## src/upsw_pkg.sv

```systemverilog
package upsw_pkg;

  // ==========================================================
  // Register map (byte addresses)
  // ==========================================================
  localparam logic [7:0] UPSW_CTRL_OFF = 8'h00;
  localparam logic [7:0] UPSW_TMO_OFF  = 8'h04;
  localparam logic [7:0] UPSW_STAT_OFF = 8'h08;

  // Control field positions
  localparam int UPSW_MODE_LSB = 0;
  localparam int UPSW_FLOW_BIT = 2;
  localparam int UPSW_ABD_BIT  = 3;
  localparam int UPSW_MUX_BIT  = 4;

  // Values after reset and timeout limits
  localparam logic [1:0]  UPSW_MODE_RST = 2'h0;
  localparam logic [15:0] UPSW_TMO_RST  = 16'h07D0;
  localparam logic [15:0] UPSW_TMO_MIN  = 16'h0028;
  localparam logic [15:0] UPSW_TMO_MAX  = 16'hFDE8;

  // Power-saving settings
  localparam logic [1:0] UPSW_PS_OFF  = 2'h0;
  localparam logic [1:0] UPSW_PS_CYC  = 2'h1;
  localparam logic [1:0] UPSW_PS_RTS  = 2'h2;
  localparam logic [1:0] UPSW_PS_DTR  = 2'h3;

  // Multiplexer channel sets
  localparam logic [7:0] UPSW_MUX_FULL = 8'hFF;
  localparam logic [7:0] UPSW_MUX_NOSA = 8'h7F;
  localparam logic [7:0] UPSW_MUX_RED  = 8'h07;

  // AXI responses
  localparam logic [1:0] UPSW_RESP_OK  = 2'h0;
  localparam logic [1:0] UPSW_RESP_ERR = 2'h2;

  // ==========================================================
  // Timing
  // ==========================================================
  localparam int UPSW_CLK_NS   = 40;
  localparam int UPSW_WAKE_NS  = 20000000;
  localparam int UPSW_FRAME_NS = 4615000;
  localparam int UPSW_WAKE_CYC = UPSW_WAKE_NS / UPSW_CLK_NS;
  localparam int UPSW_FRAME_CYC = UPSW_FRAME_NS / UPSW_CLK_NS;

  // Port state machine
  typedef enum logic [2:0] {
    UPSW_ST_OFF  = 3'b001,
    UPSW_ST_WAKE = 3'b010,
    UPSW_ST_ON   = 3'b100
  } upsw_state_t;

endpackage

```

## src/upsw_ctrl.sv

```systemverilog
// Decided for this implementation: the register addresses and the AXI4-Lite register port.
`timescale 1ns/1ps
`default_nettype none
// Functional notes
// - 2G variant refuses DTR-controlled setting 3
// - setting 3 allowed with any flow control
// - DTR OFF disables port immediately
// - outgoing data or data call re-enables port
// - DTR rising enables, active after 20 ms
// - DTR ON keeps port enabled, no idle
// - DTR call-control function still applied
// - CTS shows port ready (wake delay over) with flow control
// - armed TXD rising edge wakes port
// - wake character discarded until 20 ms
// - wake arming per variant and setting
// - HSPA drops host data in listed cases
// - inactivity timeout disables port again
// - no control to switch wake off
// - extra pre-prefix char is wake when idle
// - dummy command is wake when idle
// - HSPA USB link forces device active
// - multiplexer only on main serial port
// - multiplexer channel set per variant
// - setting 0 never idles, CTS ON
// - timeout 40..65000 frames, char restarts
module upsw_ctrl #(
  parameter bit HSPA      = 1'b1,
  parameter bit REDUCED   = 1'b0,
  parameter int WAKE_CYC  = upsw_pkg::UPSW_WAKE_CYC,
  parameter int FRAME_CYC = upsw_pkg::UPSW_FRAME_CYC
) (
  input  wire logic        mclk,
  input  wire logic        resetn,
  input  wire logic        ce,
  // AXI4-Lite slave
  input  wire logic [7:0]  s_axi_awaddr,
  input  wire logic        s_axi_awvalid,
  output logic             s_axi_awready,
  input  wire logic [31:0] s_axi_wdata,
  input  wire logic [3:0]  s_axi_wstrb,
  input  wire logic        s_axi_wvalid,
  output logic             s_axi_wready,
  output logic [1:0]       s_axi_bresp,
  output logic             s_axi_bvalid,
  input  wire logic        s_axi_bready,
  input  wire logic [7:0]  s_axi_araddr,
  input  wire logic        s_axi_arvalid,
  output logic             s_axi_arready,
  output logic [31:0]      s_axi_rdata,
  output logic [1:0]       s_axi_rresp,
  output logic             s_axi_rvalid,
  input  wire logic        s_axi_rready,
  // Host lines and module activity
  input  wire logic        dtr_on,
  input  wire logic        rts_on,
  input  wire logic        txd,
  input  wire logic        rx_char,
  input  wire logic        tx_pending,
  input  wire logic        data_call,
  input  wire logic        usb_active,
  output logic             cts_n,
  output logic             port_en,
  output logic             rx_ready,
  output logic             rx_char_ok,
  output logic             host_drop,
  output logic             dev_active,
  output logic             dtr_off_evt,
  output logic             mux_main_en,
  output logic [7:0]       mux_chan_mask
);
  import upsw_pkg::*;
  // ==========================================================
  // Input synchronisers
  // ==========================================================
  logic [2:0] sync1_q;
  logic [2:0] sync2_q;
  logic [2:0] prev_q;
  logic       dtr_s;
  logic       rts_s;
  logic       txd_s;
  logic       dtr_rise;
  logic       dtr_fall;
  logic       txd_rise;
  // Two flops per line, then edge memory
  always_ff @(posedge mclk or negedge resetn) begin
    if (!resetn) begin
      sync1_q <= 3'h4; // TXD idles high, no false edge
      sync2_q <= 3'h4;
      prev_q  <= 3'h4;
    end else if (ce) begin
      sync1_q <= {txd, rts_on, dtr_on};
      sync2_q <= sync1_q;
      prev_q  <= sync2_q;
    end
  end
  // Edge detection on synchronised copies
  assign dtr_s    = sync2_q[0];
  assign rts_s    = sync2_q[1];
  assign txd_s    = sync2_q[2];
  assign dtr_rise = dtr_s & ~prev_q[0];
  assign dtr_fall = ~dtr_s & prev_q[0];
  assign txd_rise = txd_s & ~prev_q[2];
  // ==========================================================
  // Register file
  // ==========================================================
  logic [1:0]  mode_q;
  logic        flow_q;
  logic        abd_q;
  logic        mux_q;
  logic [15:0] tmo_q;
  logic [7:0]  awaddr_q;
  logic [31:0] wdata_q;
  logic [3:0]  wstrb_q;
  logic        aw_full_q;
  logic        w_full_q;
  logic        bvalid_q;
  logic [1:0]  bresp_q;
  logic        rvalid_q;
  logic [31:0] rdata_q;
  logic [1:0]  rresp_q;
  logic        do_write;
  logic        wr_ctrl;
  logic        wr_tmo;
  logic        wr_hit;
  logic [1:0]  wr_mode;
  logic        mode_ok;
  logic [15:0] tmo_in;
  logic [15:0] tmo_clip;
  logic        rd_hit;
  logic [31:0] rd_word;
  logic [31:0] ctrl_word;
  logic [31:0] stat_word;
  // Handshakes stall while ce is low; aw and w in any order
  assign s_axi_awready = ce & ~aw_full_q & ~bvalid_q;
  assign s_axi_wready  = ce & ~w_full_q & ~bvalid_q;
  assign s_axi_bvalid  = ce & bvalid_q;
  assign s_axi_bresp   = bresp_q;
  assign s_axi_arready = ce & ~rvalid_q;
  assign s_axi_rvalid  = ce & rvalid_q;
  assign s_axi_rdata   = rdata_q;
  assign s_axi_rresp   = rresp_q;
  // Write decode
  assign do_write = aw_full_q & w_full_q & ~bvalid_q;
  assign wr_ctrl  = do_write & (awaddr_q == UPSW_CTRL_OFF);
  assign wr_tmo   = do_write & (awaddr_q == UPSW_TMO_OFF);
  assign wr_hit   = (awaddr_q == UPSW_CTRL_OFF) |
                    (awaddr_q == UPSW_TMO_OFF) |
                    (awaddr_q == UPSW_STAT_OFF);
  assign wr_mode  = wdata_q[UPSW_MODE_LSB +: 2];
  // Setting 3 only on HSPA; flow control does not matter
  assign mode_ok  = HSPA | (wr_mode != UPSW_PS_DTR);
  assign tmo_in   = {wstrb_q[1] ? wdata_q[15:8] : tmo_q[15:8],
                     wstrb_q[0] ? wdata_q[7:0]  : tmo_q[7:0]};
  assign tmo_clip = (tmo_in < UPSW_TMO_MIN) ? UPSW_TMO_MIN :
                    (tmo_in > UPSW_TMO_MAX) ? UPSW_TMO_MAX :
                    tmo_in;
  // Write channel state
  always_ff @(posedge mclk or negedge resetn) begin
    if (!resetn) begin
      aw_full_q <= 1'b0;
      w_full_q  <= 1'b0;
      awaddr_q  <= 8'h00;
      wdata_q   <= 32'h0000_0000;
      wstrb_q   <= 4'h0;
      bvalid_q  <= 1'b0;
      bresp_q   <= UPSW_RESP_OK;
    end else if (ce) begin
      if (s_axi_awvalid && s_axi_awready) begin
        aw_full_q <= 1'b1;
        awaddr_q  <= {s_axi_awaddr[7:2], 2'b00};
      end
      if (s_axi_wvalid && s_axi_wready) begin
        w_full_q <= 1'b1;
        wdata_q  <= s_axi_wdata;
        wstrb_q  <= s_axi_wstrb;
      end
      if (do_write) begin
        aw_full_q <= 1'b0;
        w_full_q  <= 1'b0;
        bvalid_q  <= 1'b1;
        bresp_q   <= wr_hit ? UPSW_RESP_OK : UPSW_RESP_ERR;
      end else if (bvalid_q && s_axi_bready) begin
        bvalid_q <= 1'b0;
      end
    end
  end
  // Control and timeout registers
  always_ff @(posedge mclk or negedge resetn) begin
    if (!resetn) begin
      mode_q <= UPSW_MODE_RST;
      flow_q <= 1'b0;
      abd_q  <= 1'b0;
      mux_q  <= 1'b0;
      tmo_q  <= UPSW_TMO_RST;
    end else if (ce) begin
      if (wr_ctrl && wstrb_q[0]) begin
        if (mode_ok) begin
          mode_q <= wr_mode;
        end
        flow_q <= wdata_q[UPSW_FLOW_BIT];
        abd_q  <= wdata_q[UPSW_ABD_BIT];
        mux_q  <= wdata_q[UPSW_MUX_BIT];
      end
      if (wr_tmo) begin
        tmo_q <= tmo_clip;
      end
    end
  end
  // ==========================================================
  // Power-saving decisions
  // ==========================================================
  upsw_state_t st_q;
  upsw_state_t st_d;
  logic [18:0] wake_cnt_q;
  logic [16:0] frame_cnt_q;
  logic [15:0] inact_q;
  logic        frame_tick;
  logic        m_off;
  logic        m_cyc;
  logic        m_rts;
  logic        m_dtr;
  logic        armed;
  logic        wake_evt;
  logic        hold;
  logic        want;
  logic        busy;
  assign m_off = (mode_q == UPSW_PS_OFF);
  assign m_cyc = (mode_q == UPSW_PS_CYC);
  assign m_rts = (mode_q == UPSW_PS_RTS);
  assign m_dtr = (mode_q == UPSW_PS_DTR);
  assign busy  = tx_pending | data_call;
  // Wake arming while its setting holds, the port is off and flow control is off
  assign armed = ~port_en & ~flow_q &
                 (m_cyc | (~HSPA & m_rts & ~rts_s));
  // First TXD rising edge of any armed char is the wake char
  assign wake_evt = armed & txd_rise;
  assign host_drop = HSPA & ((m_rts & ~flow_q & ~rts_s) |
                             (m_dtr & ~dtr_s));
  // Inactivity hold only in wake-capable settings
  assign hold = (inact_q != 16'h0000) &
                (m_cyc | (~HSPA & m_rts));
  assign want = m_off | busy | hold |
                (m_dtr & dtr_s) |
                (m_rts & rts_s);
  // Char accepted once ready, unless host data is dropped
  assign rx_char_ok = rx_char & rx_ready & ~host_drop;
  assign frame_tick = (frame_cnt_q == 17'(FRAME_CYC - 1));
  // Frame period prescaler
  always_ff @(posedge mclk or negedge resetn) begin
    if (!resetn) begin
      frame_cnt_q <= 17'h00000;
    end else if (ce) begin
      frame_cnt_q <= frame_tick ? 17'h00000 : frame_cnt_q + 17'h00001;
    end
  end
  // Inactivity timer in frames; a char wins over a clear
  always_ff @(posedge mclk or negedge resetn) begin
    if (!resetn) begin
      inact_q <= 16'h0000;
    end else if (ce) begin
      if (wake_evt || rx_char_ok) begin
        inact_q <= tmo_q;
      end else if (wr_ctrl) begin
        inact_q <= 16'h0000;
      end else if (frame_tick && inact_q != 16'h0000) begin
        inact_q <= inact_q - 16'h0001;
      end
    end
  end
  // Port state: off, waking for 20 ms, on
  always_comb begin
    st_d = st_q;
    case (st_q)
      UPSW_ST_OFF: begin
        if (want) begin
          st_d = UPSW_ST_WAKE;
        end
      end
      UPSW_ST_WAKE: begin
        if (!want) begin
          st_d = UPSW_ST_OFF;
        end else if (wake_cnt_q == 19'h00000) begin
          st_d = UPSW_ST_ON;
        end
      end
      UPSW_ST_ON: begin
        if (!want) begin
          st_d = UPSW_ST_OFF;
        end
      end
      default: begin
        st_d = UPSW_ST_OFF;
      end
    endcase
  end
  // State and wake delay counter
  always_ff @(posedge mclk or negedge resetn) begin
    if (!resetn) begin
      st_q       <= UPSW_ST_OFF;
      wake_cnt_q <= 19'h00000;
    end else if (ce) begin
      st_q <= st_d;
      if (st_q != UPSW_ST_WAKE) begin
        wake_cnt_q <= 19'(WAKE_CYC - 1);
      end else if (wake_cnt_q != 19'h00000) begin
        wake_cnt_q <= wake_cnt_q - 19'h00001;
      end
    end
  end
  // ==========================================================
  // Outputs
  // ==========================================================
  logic dtr_evt_q;
  assign port_en  = (st_q != UPSW_ST_OFF);
  assign rx_ready = (st_q == UPSW_ST_ON);
  // On HSPA, USB link keeps device awake, port still gated
  assign dev_active = rx_ready | (HSPA & usb_active);
  // CTS tracks port with flow control, else held on
  assign cts_n  = flow_q ? ~(m_off | rx_ready) : 1'b0;
  assign mux_main_en = mux_q;
  assign mux_chan_mask = HSPA ? UPSW_MUX_FULL :
                         REDUCED ? UPSW_MUX_RED :
                         UPSW_MUX_NOSA;
  assign dtr_off_evt = dtr_evt_q;
  // DTR drop forwarded to call control in every setting
  always_ff @(posedge mclk or negedge resetn) begin
    if (!resetn) begin
      dtr_evt_q <= 1'b0;
    end else if (ce) begin
      dtr_evt_q <= dtr_fall;
    end
  end
  // Read data words
  assign ctrl_word = {27'h0, mux_q, abd_q, flow_q, mode_q};
  assign stat_word = {24'h0, dtr_rise, rts_s, dtr_s,
                      host_drop, armed, dev_active,
                      rx_ready, port_en};
  assign rd_hit = (s_axi_araddr[7:2] == UPSW_CTRL_OFF[7:2]) |
                  (s_axi_araddr[7:2] == UPSW_TMO_OFF[7:2]) |
                  (s_axi_araddr[7:2] == UPSW_STAT_OFF[7:2]);
  assign rd_word =
    (s_axi_araddr[7:2] == UPSW_CTRL_OFF[7:2]) ? ctrl_word :
    (s_axi_araddr[7:2] == UPSW_TMO_OFF[7:2])  ? {16'h0, tmo_q} :
    (s_axi_araddr[7:2] == UPSW_STAT_OFF[7:2]) ? stat_word :
    32'h0000_0000;
  // Read channel
  always_ff @(posedge mclk or negedge resetn) begin
    if (!resetn) begin
      rvalid_q <= 1'b0;
      rdata_q  <= 32'h0000_0000;
      rresp_q  <= UPSW_RESP_OK;
    end else if (ce) begin
      if (s_axi_arvalid && s_axi_arready) begin
        rvalid_q <= 1'b1;
        rdata_q  <= rd_word;
        rresp_q  <= rd_hit ? UPSW_RESP_OK : UPSW_RESP_ERR;
      end else if (rvalid_q && s_axi_rready) begin
        rvalid_q <= 1'b0;
      end
    end
  end
endmodule
`default_nettype wire

```

## config.mk

```make
export PLATFORM = sky130hd
export DESIGN_NAME = upsw_ctrl
export DESIGN_NICKNAME = d
export VERILOG_FILES = /design/src/upsw_pkg.sv /design/src/upsw_ctrl.sv
export SDC_FILE = /design/constraint.sdc
export NUM_CORES = 1
export LEC_CHECK = 0
export BUFFER_PORTS_ARGS = -buffer_cell sky130_fd_sc_hd__buf_4
export CAP_MARGIN = 20
export CORE_MARGIN = 1.5
export CORE_UTILIZATION = 30
export DETAILED_ROUTE_END_ITERATION = 12
export GPL_ROUTABILITY_DRIVEN = 0
export PLACE_DENSITY = 0.49
export SYNTH_ARGS = -nofsm -noshare
export SYNTH_HDL_FRONTEND = slang
export SYNTH_SLANG_ARGS = --single-unit
```

## constraint.sdc

```tcl
create_clock -name mclk -period 5.85 [get_ports mclk]
set_input_delay 0.2925 -clock mclk [delete_from_list [all_inputs] [get_ports mclk]]
set_output_delay 0.2925 -clock mclk [all_outputs]
set_load 0.01 [all_outputs]
```

==> run summary <==
Core ar.: 0.0220 sq mm
Die height: 153 um
Hold/Removal Path Class: in2reg
Total clock sinks: 131
First-pass GRT wire length: 27200 um
Predominant post-synthesis flop cell: dfrtp_1
Register bit count reported by yosys: 131
Clock Latency Late Sink: 430 ps
Worst-path clk slew: 60 ps
Setup TNS: 0 ps
FILL cells: 2173
Skew final: 18.8 ps
Post-synthesis compound-gate area fraction: 14.4%
Power, Total: 3.40 mW
H-tree depth: 4
DRT Pass-1 Iters: 6
Pwr Density: 418 mW/mm^2
Mux share of post-synthesis cell area: 7.08%
Endpoint class of the critical path: flip-flop
DP HPWL: 11600 um
XOR/XNOR Fraction of Synth Area: 3.50%
Total leakage power: 3.50 nW
Final ANT Viol Nets: 0
Bufs on Longest Clock Path: 2
Wirelength, routed: 16200 um
Leading area contributor after synthesis: dfrtp_1
Chip width: 153 um
Asr flop ratio synth: 100%
Die area: 0.0234 sq mm
Largest net degree at the start of global routing: 76
RSZ-0062 raised after global routing: false
Total Nets Final: 809
Layout overhead on the synthesized area: 20.2%
Final hold vios: 0
Crit-path cells: inv_1, ha_1, or4b_1, nor4_4, nor2b_1, nand4_4, nor4_1, o22ai_1
Initial antenna violation count: 0
WS Path Type: reg2reg
Avg WL per Cell: 15.8 um
Iter 0 DRT Violations: 254
CP Max Fanout: 10
Routed vias/inst: 5.07
FMAX: 333 MHz
Register area share after synthesis: 48.7%
Ports: 124
Final Max Tran Viols: 0
Yosys cell types: 69
Tot GR Track Use: 14.5%
Root cell of the clock tree: clkbuf_16
Data required time at the worst endpoint: 6130 ps
Simple-Gate Fraction of Synth Area: 19.3%
Adder-Cell Fraction of Synth Area: 1.11%
CTS tree: yes
Inserted Clock Buffers: 17
CP Launch Type: flip-flop
Synth area leaders: dfrtp_1 45%, mux2_2 6.3%, dfstp_2 3.9%
Via count: 5221
Final Util: 37.0%
Outcome: finished clean
Slowest-stage cell, CP: nor2b_1
Yosys warns: 0
Post-Syn Area per Cell: 10.2 sq um
Max stage delay on crit path: 650 ps
Rows: 54
Max-cap viol count: 0
Gate Count Post-Synth: 665
Layout cells sized above 1: 23.1%
Max IR drop VDD: 197 uV
Worst path arrival time: 3280 ps
Slew @ Worst Pin: 1050 ps
# diodes: 0
Top cell type's share of synthesized area: 44.8%
Crit-path leading delay family: simple AND/OR/NAND/NOR gates
Final min period: 3000 ps
GRT Residual Overflow: 0
Largest family of logic cells by synthesized area: simple AND/OR/NAND/NOR gates
Initial core utilization: 30.8%
PortBufs: 75
Slew margin rel.: 28.0%
Cell Area, Synth: 0.00676 sq mm
Number of synthesized flops with an enable pin: 0
Vias in the first global route: 5348
DRC: 0
WP buf/inv: 1
Setup Viol. Count Final: 0
Final Cycle Share: 51.3%
registers in the layout (all words and copies together) (netlist names):
name,flops
tmo_q,16
frame_cnt_q,17
wdata_q,16
bvalid_q,1
wstrb_q,2
rvalid_q,1
s_axi_bresp,1
aw_full_q,1
s_axi_rdata,16
abd_q,1
s_axi_rresp,1
dtr_off_evt,1
mux_main_en,1
prev_q,2
sync1_q,3
wake_cnt_q,19
sync2_q,3
awaddr_q,6
mode_q,2
w_full_q,1
flow_q,1
inact_q,16
st_q,3
layout make-up:
class	count	area [sq um]	share of cell area, %
Clock inverter	13	198	2.43
Sequential cell	131	3290	40.5
Multi-Input combinational cell	487	3170	39.0
Tap cell	280	350	4.31
Clock buffer	19	443	5.46
Timing Repair Buffer	79	596	7.34
Inverter	20	75.1	0.925
cells by family (layout without fill, tap and decap cells):
group | Yosys count | count (layout)
other | 2 | 26
adder cells (fa/ha/maj) | 6 | 6
flip-flops | 131 | 131
AND/OR/NAND/NOR | 242 | 242
buffers and inverters | 71 | 131
AO/OA/AOI/OAI | 143 | 143
multiplexers | 43 | 43
XOR/XNOR | 27 | 27
placed cells by master, fill, tap and decap left out, drive strengths merged, types with 5 or more instances in the layout:
cell,instances
dfrtp,121
buf,78
nand2,60
nor2,49
mux2,38
o21ai,36
nor3,31
a21oi,30
conb,26
inv,24
clkbuf,19
nand3,18
nor4,18
xnor2,14
a22o,14
xor2,13
a22oi,13
dfstp,10
and2,9
nor3b,8
nand2b,7
a211oi,7
nand4,7
a31oi,6
nor2b,6
ha,6
o211ai,6
mux2i,5
or3,5
where the power goes:
group	switching (mW)	internal [mW]	leakage (nW)
Combinational	0.452	0.401	1.56
Clock	0.424	0.733	0.303
Sequential	0.259	1.13	1.63
Total	1.13	2.26	3.50
metal layers:
metal | GRT usage, % | vias up | share of wire (%)
li1 | - | 2510 | -
met1 | 18.6 | 2578 | 46
met2 | 24.0 | 117 | 49
met3 | 3.06 | 16 | 3.5
met4 | 5.18 | 0 | 1.1
met5 | 0 | - | 0
what timing repair did:
| item | in CTS | in global routing |
|---|---|---|
| gates resized for setup | 0 | 0 |
| hold buffers | 1 | 0 |
| hold endpoints to repair | 53 | 0 |
| setup buffers | 0 | 0 |
| endpoints found under the setup margin | 0 | 0 |
synthesized netlist by cell type (14+ instances only):
library cell	count
a21oi_1	30
a22o_1	14
buf_4	27
clkbuf_1	17
dfrtp_1	121
inv_1	20
mux2_2	38
nand2_1	59
nand3_1	18
nor2_1	49
nor3_1	31
nor4_1	16
o21ai_0	29
xnor2_1	14
worst paths after layout:
path	startpoint	to	slack, ps	cells after the start
min reg2reg	s_axi_rresp[1]	s_axi_rresp[1]	490	1
max in group asynchronous	resetn	wdata_q[11]	3940	3
min	s_axi_rready	rvalid_q	50	2
max reg2reg	frame_cnt_q[0]	inact_q[10]	2850	8
min in group asynchronous	resetn	wake_cnt_q[11]	470	2
max	frame_cnt_q[0]	inact_q[10]	2850	8
stage by stage:
| stage | setup slack (ps) | hold WS (ps) | cell area [sq um] | std cells |
|---|---|---|---|---|
| finish | 2850 | 47.8 | 8120 | 1029 |
| global route | 2660 | 34.4 | 8120 | 1029 |
| CTS | 2850 | 23.9 | 8120 | 1029 |
| detailed placement | 2850 | 408 | 7470 | 996 |
| global placement | 2880 | 394 | 7470 | 996 |
| floorplan | 3610 | -3.09 | 6850 | 689 |
No activity file was read; power rests on OpenSTA's default activity.
